**config.mk**
```make
export PLATFORM = sky130hd
export DESIGN_NAME = pst_stage
export DESIGN_NICKNAME = d
export VERILOG_FILES = /design/src/pst_pkg.sv /design/src/pst_level.sv /design/src/pst_stage.sv
export SDC_FILE = /design/constraint.sdc
export NUM_CORES = 2
export LEC_CHECK = 0
export BUFFER_PORTS_ARGS = -buffer_cell sky130_fd_sc_hd__clkbuf_2
export CELL_PAD_IN_SITES_DETAIL_PLACEMENT = 1
export CELL_PAD_IN_SITES_GLOBAL_PLACEMENT = 2
export CORE_ASPECT_RATIO = 0.5
export CORE_UTILIZATION = 44
export DETAILED_ROUTE_END_ITERATION = 10
export PLACE_DENSITY_LB_ADDON = 0.1
export SLEW_MARGIN = 10
export SYNTH_ARGS = -nofsm -noshare
export SYNTH_HDL_FRONTEND = slang
export SYNTH_SLANG_ARGS = --single-unit
```
**constraint.sdc**
```tcl
create_clock -name clk_in -period 69.7 [get_ports clk_in]
set_input_delay 3.485 -clock clk_in [delete_from_list [all_inputs] [get_ports clk_in]]
set_output_delay 3.485 -clock clk_in [all_outputs]
set_load 0.02 [all_outputs]
```
**src/pst_pkg.sv**
```systemverilog
// Package for the protection stage pick-up and timing core
package pst_pkg;

  // Processing clock and program cycle
  localparam int unsigned CLK_HZ          = 50_000_000;
  localparam int unsigned CYCLE_US        = 5000;
  localparam int unsigned CYCLE_CLKS      = (CLK_HZ / 1_000_000) * CYCLE_US;
  localparam int unsigned CYC_CNT_W       = 18;
  localparam logic [CYC_CNT_W-1:0] CYCLE_LAST = CYC_CNT_W'(CYCLE_CLKS - 1);

  // Magnitudes: unsigned milli-units (milliampere for current)
  localparam int unsigned MAG_W           = 18;
  localparam logic [MAG_W-1:0] MAG_MIN    = 18'h00001;
  localparam logic [MAG_W-1:0] MAG_MAX    = 18'h3d090;
  localparam logic [MAG_W-1:0] NOM_MIN    = 18'h000c8;
  localparam logic [MAG_W-1:0] NOM_MAX    = 18'h02710;
  localparam logic [MAG_W-1:0] NOM_RST    = 18'h003e8;

  // Pick-up units
  localparam logic [1:0] UNIT_ABS         = 2'h0;
  localparam logic [1:0] UNIT_PU          = 2'h1;
  localparam logic [1:0] UNIT_PCT         = 2'h2;
  localparam int unsigned PU_FRAC         = 1000;
  localparam int unsigned PCT_FRAC        = 100000;

  // Reset ratio 97 %
  localparam int unsigned RST_NUM         = 97;
  localparam int unsigned RST_DEN         = 100;

  // Delay setting, steps of 5 ms up to 1800 s
  localparam int unsigned DLY_STEP_MS     = 5;
  localparam int unsigned DLY_W           = 19;
  localparam logic [DLY_W-1:0] DLY_MAX    = 19'h57e40;
  localparam logic [DLY_W-1:0] DLY_RST    = 19'h00008;

  // Register map (word index)
  localparam int unsigned ADDR_W          = 4;
  localparam logic [ADDR_W-1:0] A_CTRL    = 4'h0;
  localparam logic [ADDR_W-1:0] A_PICKUP  = 4'h1;
  localparam logic [ADDR_W-1:0] A_NOMINAL = 4'h2;
  localparam logic [ADDR_W-1:0] A_DELAY   = 4'h3;
  localparam logic [ADDR_W-1:0] A_INVDLY  = 4'h4;
  localparam logic [ADDR_W-1:0] A_STATUS  = 4'h5;
  localparam logic [ADDR_W-1:0] A_EVCNT   = 4'h6;

  // Control register bits
  localparam int unsigned C_UNDER  = 0;
  localparam int unsigned C_INV    = 1;
  localparam int unsigned C_IEEE   = 2;
  localparam int unsigned C_FEN    = 3;
  localparam int unsigned C_FSTART = 4;
  localparam int unsigned C_FTRIP  = 5;
  localparam int unsigned C_UNIT   = 6;
  localparam int unsigned CTRL_W   = 8;
  localparam logic [CTRL_W-1:0] CTRL_RST = 8'h00;

  typedef enum logic [1:0] {
    PST_IDLE    = 2'b00,
    PST_START   = 2'b01,
    PST_TRIP    = 2'b11,
    PST_BLOCK_INDICATION = 2'b10
  } pst_state_t;

  typedef struct packed {
    logic             start;
    logic             trip;
    logic             block_indication;
    logic             picked;
  } pst_status_t;

  typedef struct packed {
    logic [MAG_W-1:0] magnitude;
    logic [1:0]       fault_type;
  } pst_event_t;

endpackage : pst_pkg

```
**src/pst_level.sv**
```systemverilog
// Pick-up comparator with fixed reset hysteresis
`timescale 1ns/1ps
module pst_level (
  input  wire logic                      under_in,
  input  wire logic                      picked_in,
  input  wire logic [pst_pkg::MAG_W-1:0] level_in,
  input  wire logic [pst_pkg::MAG_W-1:0] measured_magnitude_in,
  output logic                           pickup_out
);
  import pst_pkg::*;

  // Scaled compare avoids a divider: 100*m against 97*level (over) or 103*level (under)
  wire [MAG_W+7:0] mag_x100  = (MAG_W+8)'(measured_magnitude_in) * (MAG_W+8)'(RST_DEN);
  wire [MAG_W+7:0] lvl_x100  = (MAG_W+8)'(level_in) * (MAG_W+8)'(RST_DEN);
  wire [MAG_W+7:0] lvl_x97   = (MAG_W+8)'(level_in) * (MAG_W+8)'(RST_NUM);
  wire [MAG_W+7:0] lvl_x103  = lvl_x100 + (lvl_x100 - lvl_x97);
  wire             over_on   = measured_magnitude_in > level_in;
  wire             under_on  = measured_magnitude_in < level_in;
  wire             over_hold = mag_x100 > lvl_x97;
  wire             under_hold = mag_x100 < lvl_x103;

  assign pickup_out = under_in ? (picked_in ? under_hold : under_on)
                               : (picked_in ? over_hold : over_on);

endmodule : pst_level

```
**src/pst_stage.sv**
```systemverilog
// Protection stage core: pick-up, blocking and trip timing
//
// Functional notes
// - Pick-up asserts when magnitude passes level in set over/under direction.
// - Level given absolute, per unit or percent; acts as maximum or minimum.
// - Release only after magnitude returns past 97 % of the level; under direction releases past 103 %.
// - Blocking input sampled once at the start of each program cycle.
// - Pick-up without blocking raises start and begins trip timing.
// - Pick-up with blocking raises block_indication only; no timing or trip.
// - Blocking during start drops start and runs release as if reset.
// - Each blocking raises display notice and event with magnitude, fault type.
// - Instantaneous mode trips in the same cycle as start.
// - Definite time trips after fixed delay while pick-up stays.
// - Inverse time delay depends on level and magnitude per curve.
// - Inverse mode minimum delay floors the trip time; zero disables.
// - Delay type selects definite or inverse, default definite.
// - Definite delay in 5 ms steps, default 40 ms.
// - Zero delay is instantaneous; nonzero gives delayed operation.
// - Curve series IEC or IEEE, default IEC, only in inverse mode.
// - Nominal current settable 0.2 to 10 A for per-unit scaling.
// - Measured currents handled from 0.001 A to 250 A.
// - Forcing of start or trip only when enabled, disabled by default.
//
// Our own choices: the register offsets and the address-and-strobe port.
`timescale 1ns/1ps
module pst_stage (
  input  wire logic                        clk_in,
  input  wire logic                        sys_rst_in,
  input  wire logic [pst_pkg::ADDR_W-1:0]  addr_in,
  input  wire logic [31:0]                 wdata_in,
  input  wire logic                        wr_in,
  input  wire logic                        rd_in,
  output logic      [31:0]                 rdata_out,
  input  wire logic [pst_pkg::MAG_W-1:0]   measured_magnitude_in,
  input  wire logic [1:0]                  fault_type_in,
  input  wire logic                        block_in,
  input  wire logic [pst_pkg::DLY_W-1:0]   inverse_delay_in,
  output logic                             curve_ieee_out,
  output logic                             inverse_time_mode_out,
  output logic                             cycle_tick_out,
  output logic                             start_out,
  output logic                             trip_out,
  output logic                             block_indication_out,
  output logic                             hmi_notice_out,
  output logic                             event_valid_out,
  output pst_pkg::pst_event_t              event_out
);
  import pst_pkg::*;

  // Settings
  logic [CTRL_W-1:0] ctrl_ff;
  logic [MAG_W-1:0]  pickup_level_ff;
  logic [MAG_W-1:0]  nominal_ff;
  logic [DLY_W-1:0]  delay_ff;
  logic [DLY_W-1:0]  inv_dly_ff;

  // Cycle machinery
  logic [CYC_CNT_W-1:0] cyc_cnt_ff;
  logic                 block_smp_ff;
  logic                 picked_ff;
  logic [DLY_W-1:0]     timer_ff;
  logic [15:0]          evcnt_ff;
  pst_state_t           state_ff;
  pst_state_t           nxt_state;
  pst_event_t           event_ff;
  logic                 event_valid_ff;
  logic                 hmi_ff;
  logic                 trip_ff;
  logic                 start_ff;
  logic                 blk_ff;
  logic [31:0]          rdata_ff;

  wire cycle_tick = cyc_cnt_ff == CYCLE_LAST;

  always_ff @(posedge clk_in or posedge sys_rst_in) begin
    if (sys_rst_in) begin
      cyc_cnt_ff <= '0;
    end else begin
      cyc_cnt_ff <= cycle_tick ? '0 : cyc_cnt_ff + 1'b1;
    end
  end

  // Register writes
  wire wr_ctrl  = wr_in && addr_in == A_CTRL;
  wire wr_pick  = wr_in && addr_in == A_PICKUP;
  wire wr_nom   = wr_in && addr_in == A_NOMINAL;
  wire wr_dly   = wr_in && addr_in == A_DELAY;
  wire wr_inv   = wr_in && addr_in == A_INVDLY;

  wire [MAG_W-1:0] wr_mag    = wdata_in[MAG_W-1:0];
  wire [MAG_W-1:0] pick_clip = wr_mag < MAG_MIN ? MAG_MIN : (wr_mag > MAG_MAX ? MAG_MAX : wr_mag);
  wire [MAG_W-1:0] nom_clip  = wr_mag < NOM_MIN ? NOM_MIN : (wr_mag > NOM_MAX ? NOM_MAX : wr_mag);
  wire [DLY_W-1:0] wr_dlyv   = wdata_in[DLY_W-1:0];
  wire [DLY_W-1:0] dly_clip  = wr_dlyv > DLY_MAX ? DLY_MAX : wr_dlyv;

  always_ff @(posedge clk_in or posedge sys_rst_in) begin
    if (sys_rst_in) begin
      ctrl_ff <= CTRL_RST;
    end else if (wr_ctrl) begin
      ctrl_ff <= wdata_in[CTRL_W-1:0];
    end
  end

  // Highest level after reset keeps an unset stage quiet
  always_ff @(posedge clk_in or posedge sys_rst_in) begin
    if (sys_rst_in) begin
      pickup_level_ff <= MAG_MAX;
    end else if (wr_pick) begin
      pickup_level_ff <= pick_clip;
    end
  end

  always_ff @(posedge clk_in or posedge sys_rst_in) begin
    if (sys_rst_in) begin
      nominal_ff <= NOM_RST;
    end else if (wr_nom) begin
      nominal_ff <= nom_clip;
    end
  end

  always_ff @(posedge clk_in or posedge sys_rst_in) begin
    if (sys_rst_in) begin
      delay_ff <= DLY_RST;
    end else if (wr_dly) begin
      delay_ff <= dly_clip;
    end
  end

  always_ff @(posedge clk_in or posedge sys_rst_in) begin
    if (sys_rst_in) begin
      inv_dly_ff <= '0;
    end else if (wr_inv) begin
      inv_dly_ff <= wdata_in[DLY_W-1:0];
    end
  end

  wire       under     = ctrl_ff[C_UNDER];
  wire       inv_mode  = ctrl_ff[C_INV];
  wire       ieee      = ctrl_ff[C_IEEE] && inv_mode;
  wire       force_st  = ctrl_ff[C_FEN] && ctrl_ff[C_FSTART];
  wire       force_tr  = ctrl_ff[C_FEN] && ctrl_ff[C_FTRIP];
  wire [1:0] unit      = ctrl_ff[C_UNIT +: 2];

  wire [2*MAG_W-1:0] lvl_prod = pickup_level_ff * nominal_ff;
  wire [2*MAG_W-1:0] lvl_pu   = lvl_prod / (2*MAG_W)'(PU_FRAC);
  wire [2*MAG_W-1:0] lvl_pct  = lvl_prod / (2*MAG_W)'(PCT_FRAC);
  wire [2*MAG_W-1:0] lvl_sel  = unit == UNIT_PU  ? lvl_pu  :
                                unit == UNIT_PCT ? lvl_pct :
                                (2*MAG_W)'(pickup_level_ff);
  wire [MAG_W-1:0]   lvl_eff  = lvl_sel > (2*MAG_W)'(MAG_MAX) ? MAG_MAX : lvl_sel[MAG_W-1:0];

  wire pickup_now;
  pst_level u_level (
    .under_in              (under),
    .picked_in             (picked_ff),
    .level_in              (lvl_eff),
    .measured_magnitude_in (measured_magnitude_in),
    .pickup_out            (pickup_now)
  );

  // Trip delay in 5 ms ticks
  // Inverse delay from curve
  wire [DLY_W-1:0] inv_floor = inverse_delay_in < inv_dly_ff ? inv_dly_ff : inverse_delay_in;
  wire [DLY_W-1:0] trip_dly  = inv_mode ? inv_floor : delay_ff;
  wire             instant   = trip_dly == '0;
  // Timer counts in cycles already spent; the expiry compare uses the next count
  wire [DLY_W-1:0] timer_inc = timer_ff + 1'b1;
  wire             expire    = instant || timer_inc >= trip_dly;
  wire             blk       = block_smp_ff;

  always_comb begin
    nxt_state = state_ff;
    case (state_ff)
      PST_IDLE: begin
        if (pickup_now && blk) nxt_state = PST_BLOCK_INDICATION;
        else if (pickup_now && instant) nxt_state = PST_TRIP;
        else if (pickup_now) nxt_state = PST_START;
      end
      PST_START: begin
        if (blk) nxt_state = PST_BLOCK_INDICATION;
        else if (!pickup_now) nxt_state = PST_IDLE;
        else if (expire) nxt_state = PST_TRIP;
      end
      PST_TRIP: begin
        if (blk) nxt_state = PST_BLOCK_INDICATION;
        else if (!pickup_now) nxt_state = PST_IDLE;
      end
      PST_BLOCK_INDICATION: begin
        if (!pickup_now) nxt_state = PST_IDLE;
        else if (!blk) nxt_state = instant ? PST_TRIP : PST_START;
      end
      default: nxt_state = PST_IDLE;
    endcase
  end

  wire new_block = (nxt_state == PST_BLOCK_INDICATION) && (state_ff != PST_BLOCK_INDICATION);

  // Sample at cycle boundary
  // One sample per cycle keeps a late edge out of this decision
  always_ff @(posedge clk_in or posedge sys_rst_in) begin
    if (sys_rst_in) begin
      block_smp_ff <= 1'b0;
    end else if (cyc_cnt_ff == '0) begin
      block_smp_ff <= block_in;
    end
  end

  // Stage evaluated once per program cycle
  always_ff @(posedge clk_in or posedge sys_rst_in) begin
    if (sys_rst_in) begin
      state_ff  <= PST_IDLE;
      picked_ff <= 1'b0;
    end else if (cycle_tick) begin
      state_ff  <= nxt_state;
      picked_ff <= pickup_now;
    end
  end

  // Timer restarts from zero
  // Leaving block_indication also starts timing afresh
  wire keep_timing = nxt_state == PST_START && state_ff == PST_START;

  always_ff @(posedge clk_in or posedge sys_rst_in) begin
    if (sys_rst_in) begin
      timer_ff <= '0;
    end else if (cycle_tick) begin
      timer_ff <= keep_timing ? timer_inc : '0;
    end
  end

  wire log_block = cycle_tick && new_block;

  always_ff @(posedge clk_in or posedge sys_rst_in) begin
    if (sys_rst_in) begin
      event_valid_ff <= 1'b0;
      hmi_ff         <= 1'b0;
    end else begin
      event_valid_ff <= log_block;
      hmi_ff         <= log_block;
    end
  end

  // Record held until the next blocking
  always_ff @(posedge clk_in or posedge sys_rst_in) begin
    if (sys_rst_in) begin
      event_ff <= '0;
    end else if (log_block) begin
      event_ff <= '{magnitude: measured_magnitude_in, fault_type: fault_type_in};
    end
  end

  // Count wraps; software compares with its last read
  always_ff @(posedge clk_in or posedge sys_rst_in) begin
    if (sys_rst_in) begin
      evcnt_ff <= '0;
    end else if (log_block) begin
      evcnt_ff <= evcnt_ff + 1'b1;
    end
  end

  // Outputs registered; forcing overrides only indications
  // Trip with start
  wire nxt_start = force_st || force_tr || state_ff == PST_START || state_ff == PST_TRIP;
  wire nxt_trip  = force_tr || state_ff == PST_TRIP;
  wire nxt_blk   = state_ff == PST_BLOCK_INDICATION;

  always_ff @(posedge clk_in or posedge sys_rst_in) begin
    if (sys_rst_in) begin
      start_ff <= 1'b0;
    end else begin
      start_ff <= nxt_start;
    end
  end

  always_ff @(posedge clk_in or posedge sys_rst_in) begin
    if (sys_rst_in) begin
      trip_ff <= 1'b0;
    end else begin
      trip_ff <= nxt_trip;
    end
  end

  always_ff @(posedge clk_in or posedge sys_rst_in) begin
    if (sys_rst_in) begin
      blk_ff <= 1'b0;
    end else begin
      blk_ff <= nxt_blk;
    end
  end

  // Register reads
  pst_status_t status;
  assign status = '{start: start_ff, trip: trip_ff, block_indication: blk_ff, picked: picked_ff};

  wire [31:0] rd_mux =
    addr_in == A_CTRL    ? 32'(ctrl_ff)         :
    addr_in == A_PICKUP  ? 32'(pickup_level_ff) :
    addr_in == A_NOMINAL ? 32'(nominal_ff)      :
    addr_in == A_DELAY   ? 32'(delay_ff)        :
    addr_in == A_INVDLY  ? 32'(inv_dly_ff)      :
    addr_in == A_STATUS  ? 32'(status)          :
    addr_in == A_EVCNT   ? 32'(evcnt_ff)        : 32'h0000_0000;

  always_ff @(posedge clk_in or posedge sys_rst_in) begin
    if (sys_rst_in) begin
      rdata_ff <= '0;
    end else begin
      rdata_ff <= rd_in ? rd_mux : 32'h0000_0000;
    end
  end

  assign rdata_out             = rdata_ff;
  assign curve_ieee_out        = ieee;
  assign inverse_time_mode_out = inv_mode;
  assign cycle_tick_out        = cycle_tick;
  assign start_out             = start_ff;
  assign trip_out              = trip_ff;
  assign block_indication_out  = blk_ff;
  assign hmi_notice_out        = hmi_ff;
  assign event_valid_out       = event_valid_ff;
  assign event_out             = event_ff;

endmodule : pst_stage

```
==> impl_metrics.csv <==
group,metric,value,unit
grt,grt_pass1_vias,44900,
die,fp-row-count,84,
timing,tightestPinTransition,1.16,ns
grt,antenna_found_initial,1,
drt,remaining_drc_errors,6,
drt,viasPerCell,6.16,
finish,nFillCells,12800,
timing,finalMaxSlewViolations,0,
clock_tree,cts.htree.levels,4,
timing,hold_violations,0,
die,start_util,44.6,%
logic_synthesis,synthFlopType,"dfrtp_1",
clock_tree,ctsHoldBuffers,0,
logic_synthesis,yosys-top-cells-count,"nand2_1 (548), inv_1 (527), ha_1 (385)",
finish,antenna-diode-count,0,
hold_path,hold_class,"reg -> reg",
critical_path,crit_path_max_incr_delay,0.96,ns
finish,final_util,46.1,%
logic_synthesis,ys_ff_latch,182,
run_status,status,"complete, but fails checks",
timing,finalClockSkew,0.0267,ns
critical_path,crit_fanout,23,
critical_path,worstSetupPathType,"reg -> reg",
logic_synthesis,postSynthAreaPerCell,8.27,um2
grt,top_usage_layer,"met2",
place,hpwl,123000,um
clock_tree,cts-buffers-inserted,17,
logic_synthesis,synth_warnings,0,
timing,slew_headroom,22.7,%
clock_tree,cts_tree,"yes",
logic_synthesis,synth_cells,5689,
critical_path,crit_slowest_cell,"dfrtp_1",
drt,wl,152000,um
clock_tree,path_clk_slew,0.09,ns
logic_synthesis,ys_seq_area_share,9.72,%
clock_tree,cts_resized,0,
finish,final_net_count,6390,
place,gp_congestion,0.931,
drt,ant_nets,0,
drt,dr.pass1.iters,8,
grt,track_usage,27.6,%
die,die-width,464,um
logic_synthesis,synth_area,0.0470,mm2
grt,grt_pass1_wl,246000,um
die,die_area,0.108,mm2
logic_synthesis,async_flop_share,100,%
logic_synthesis,synth_cell_type_count,198,
place,io_buffers,113,
logic_synthesis,synth_edf_count,0,
die,design.core.area,0.106,mm2
drt,dr_total_vias,43500,
critical_path,start_kind,"flip-flop",
clock_tree,postCtsSetupBuffers,0,
critical_path,cp.required,70.05,ns
grt,grt_start_max_net_pins,111,
logic_synthesis,synth_area_leaders,"fa_1 (13%), ha_1 (10%), dfrtp_1 (8.9%)",
die,io_pins,140,
logic_synthesis,yosysTopAreaCell,"fa_1",
grt,grtUsageMet2,46.5,%
clock_tree,cts_max_path_buffers,2,
drt,drtIter0Drc,2409,
grt,grt_overflow_total,0,
timing,fin_crit_sh,57.7,%
clock_tree,clockRootBuffer,"clkbuf_16",
logic_synthesis,yosysMostFrequentCell,"nand2_1",
finish,drive_gt1_share,15.3,%
clock_tree,cts.sinks,182,
critical_path,end_kind,"flip-flop",
critical_path,cp_common_cell,"a21oi_1",
grt,met3_usage,2.47,%
run_status,violations,"DRC",
critical_path,worstPathArrival,40.60,ns
finish,areaGrowthSynthToFinish,3.31,%
timing,rsz0062_at_grt,"no",
drt,wire_per_inst,21.5,um
timing,fin_crit,40.24,ns
timing,setup_violations,0,
timing,setup_total_negative_slack,0,ns
die,dieHeight,233,um
clock_tree,clk-insertion-delay-late,0.47,ns
timing,fmax,0.0249,GHz
job,drv_cap,0,
grt,grt.met1_usage,39.0,%
logic_synthesis,yosysTopAreaCellShare,12.5,%
-- layer usage --
| layer | up-vias | share of wire [%] |
|---|---|---|
| met5 | - | 0 |
| met4 | 0 | 1.2 |
| met3 | 135 | 3.6 |
| met2 | 783 | 46 |
| met1 | 22200 | 49 |
| li1 | 20400 | - |
-- worst paths after layout --
kind / depth (start not counted) / endpoint / startpoint / slack [ns]
hold reg to reg: 1 / evcnt_ff[15] / evcnt_ff[15] / 0.48
min in group asynchronous: 2 / rdata_out[10] / sys_rst_in / 3.14
max in group asynchronous: 3 / timer_ff[2] / sys_rst_in / 64.91
setup / recovery: 121 / event_out[17] / nominal_ff[4] / 29.46
setup reg to reg: 121 / event_out[17] / nominal_ff[4] / 29.46
hold / removal: 1 / evcnt_ff[15] / evcnt_ff[15] / 0.48
-- metrics by stage --
step | cell area, um2 | hold WS, ns | instances | setup slack (ns)
finish | 48600 | 0.481 | 7063 | 29.46
global route | 48600 | 0.505 | 7063 | 26.65
CTS | 48600 | 0.482 | 7063 | 29.47
detailed placement | 48000 | 0.464 | 7031 | 29.69
global placement | 48000 | 0.460 | 7031 | 30.38
floorplan | 47100 | 0.443 | 5701 | 38.65
-- placed cells by master (no fill, tap or decap), drive strengths merged, types with 25 or more instances in the layout --
master and count:
o221ai 26, nor2 344, or3 42, a211oi 78, a22oi 32, a31o 29
mux2 82, and3 54, o21ai 308, or2 62, o31ai 41, a21oi 329
nand4 70, xor2 107, nand2b 53, a31oi 71, mux2i 66, ha 385
and2 227, nor4 51, buf 66, nor2b 31, a21o 72, nand2 559
a2111oi 28, o211a 26, xnor2 217, nor3 151, o211ai 88, clkbuf 130
inv 535, o21a 45, a22o 41, o31a 25, o21bai 56, dfrtp 168
nand3 119, fa 294, a221oi 34
-- kinds of logic after synthesis --
logic type	after synthesis	synth area share (%)
simple gates	1881	21.1
compound gates	1655	27.6
buf+inv	798	8.47
fa+ha+maj	700	23.2
xor+xnor	324	6.34
flops	182	9.72
mux	148	3.58
other cells	1	0.00797
-- registers in the layout, summed over array words and instances, names as in the netlist --
signal                flops
blk                       1
block_indication_out      1
ctrl_ff                   8
cyc_cnt_ff               18
delay_ff                 19
evcnt_ff                 16
event_out                20
hmi_notice_out            1
inv_dly_ff               19
nominal_ff               18
picked_ff                 1
pickup_level_ff          18
rdata_out                19
start_out                 1
state_ff                  2
timer_ff                 19
trip_out                  1
-- critical path: cells and delay by family, from the launching register on --
kind,cells,cell delay (ns)
AND/OR/NAND/NOR,25,7.72
flip-flops,1,0.96
buffers and inverters,9,0.60
multiplexers,4,1.85
XOR/XNOR,6,2.75
adder cells (fa/ha/maj),14,5.84
AO/OA/AOI/OAI,63,20.22
-- layout make-up --
class	instances	area (um2)	share of cell area, %
multi-input combinational	4721	38600	79.4
tap	1419	1780	3.65
timing repair buffer	179	1060	2.18
clock buffer	17	425	0.875
inverter	530	2000	4.11
sequential	182	4570	9.41
clock inverter	15	201	0.415
Power is left out: the tool's default activity adds up to more than one toggle a clock period on the data nets, which glitch-free logic cannot reach.
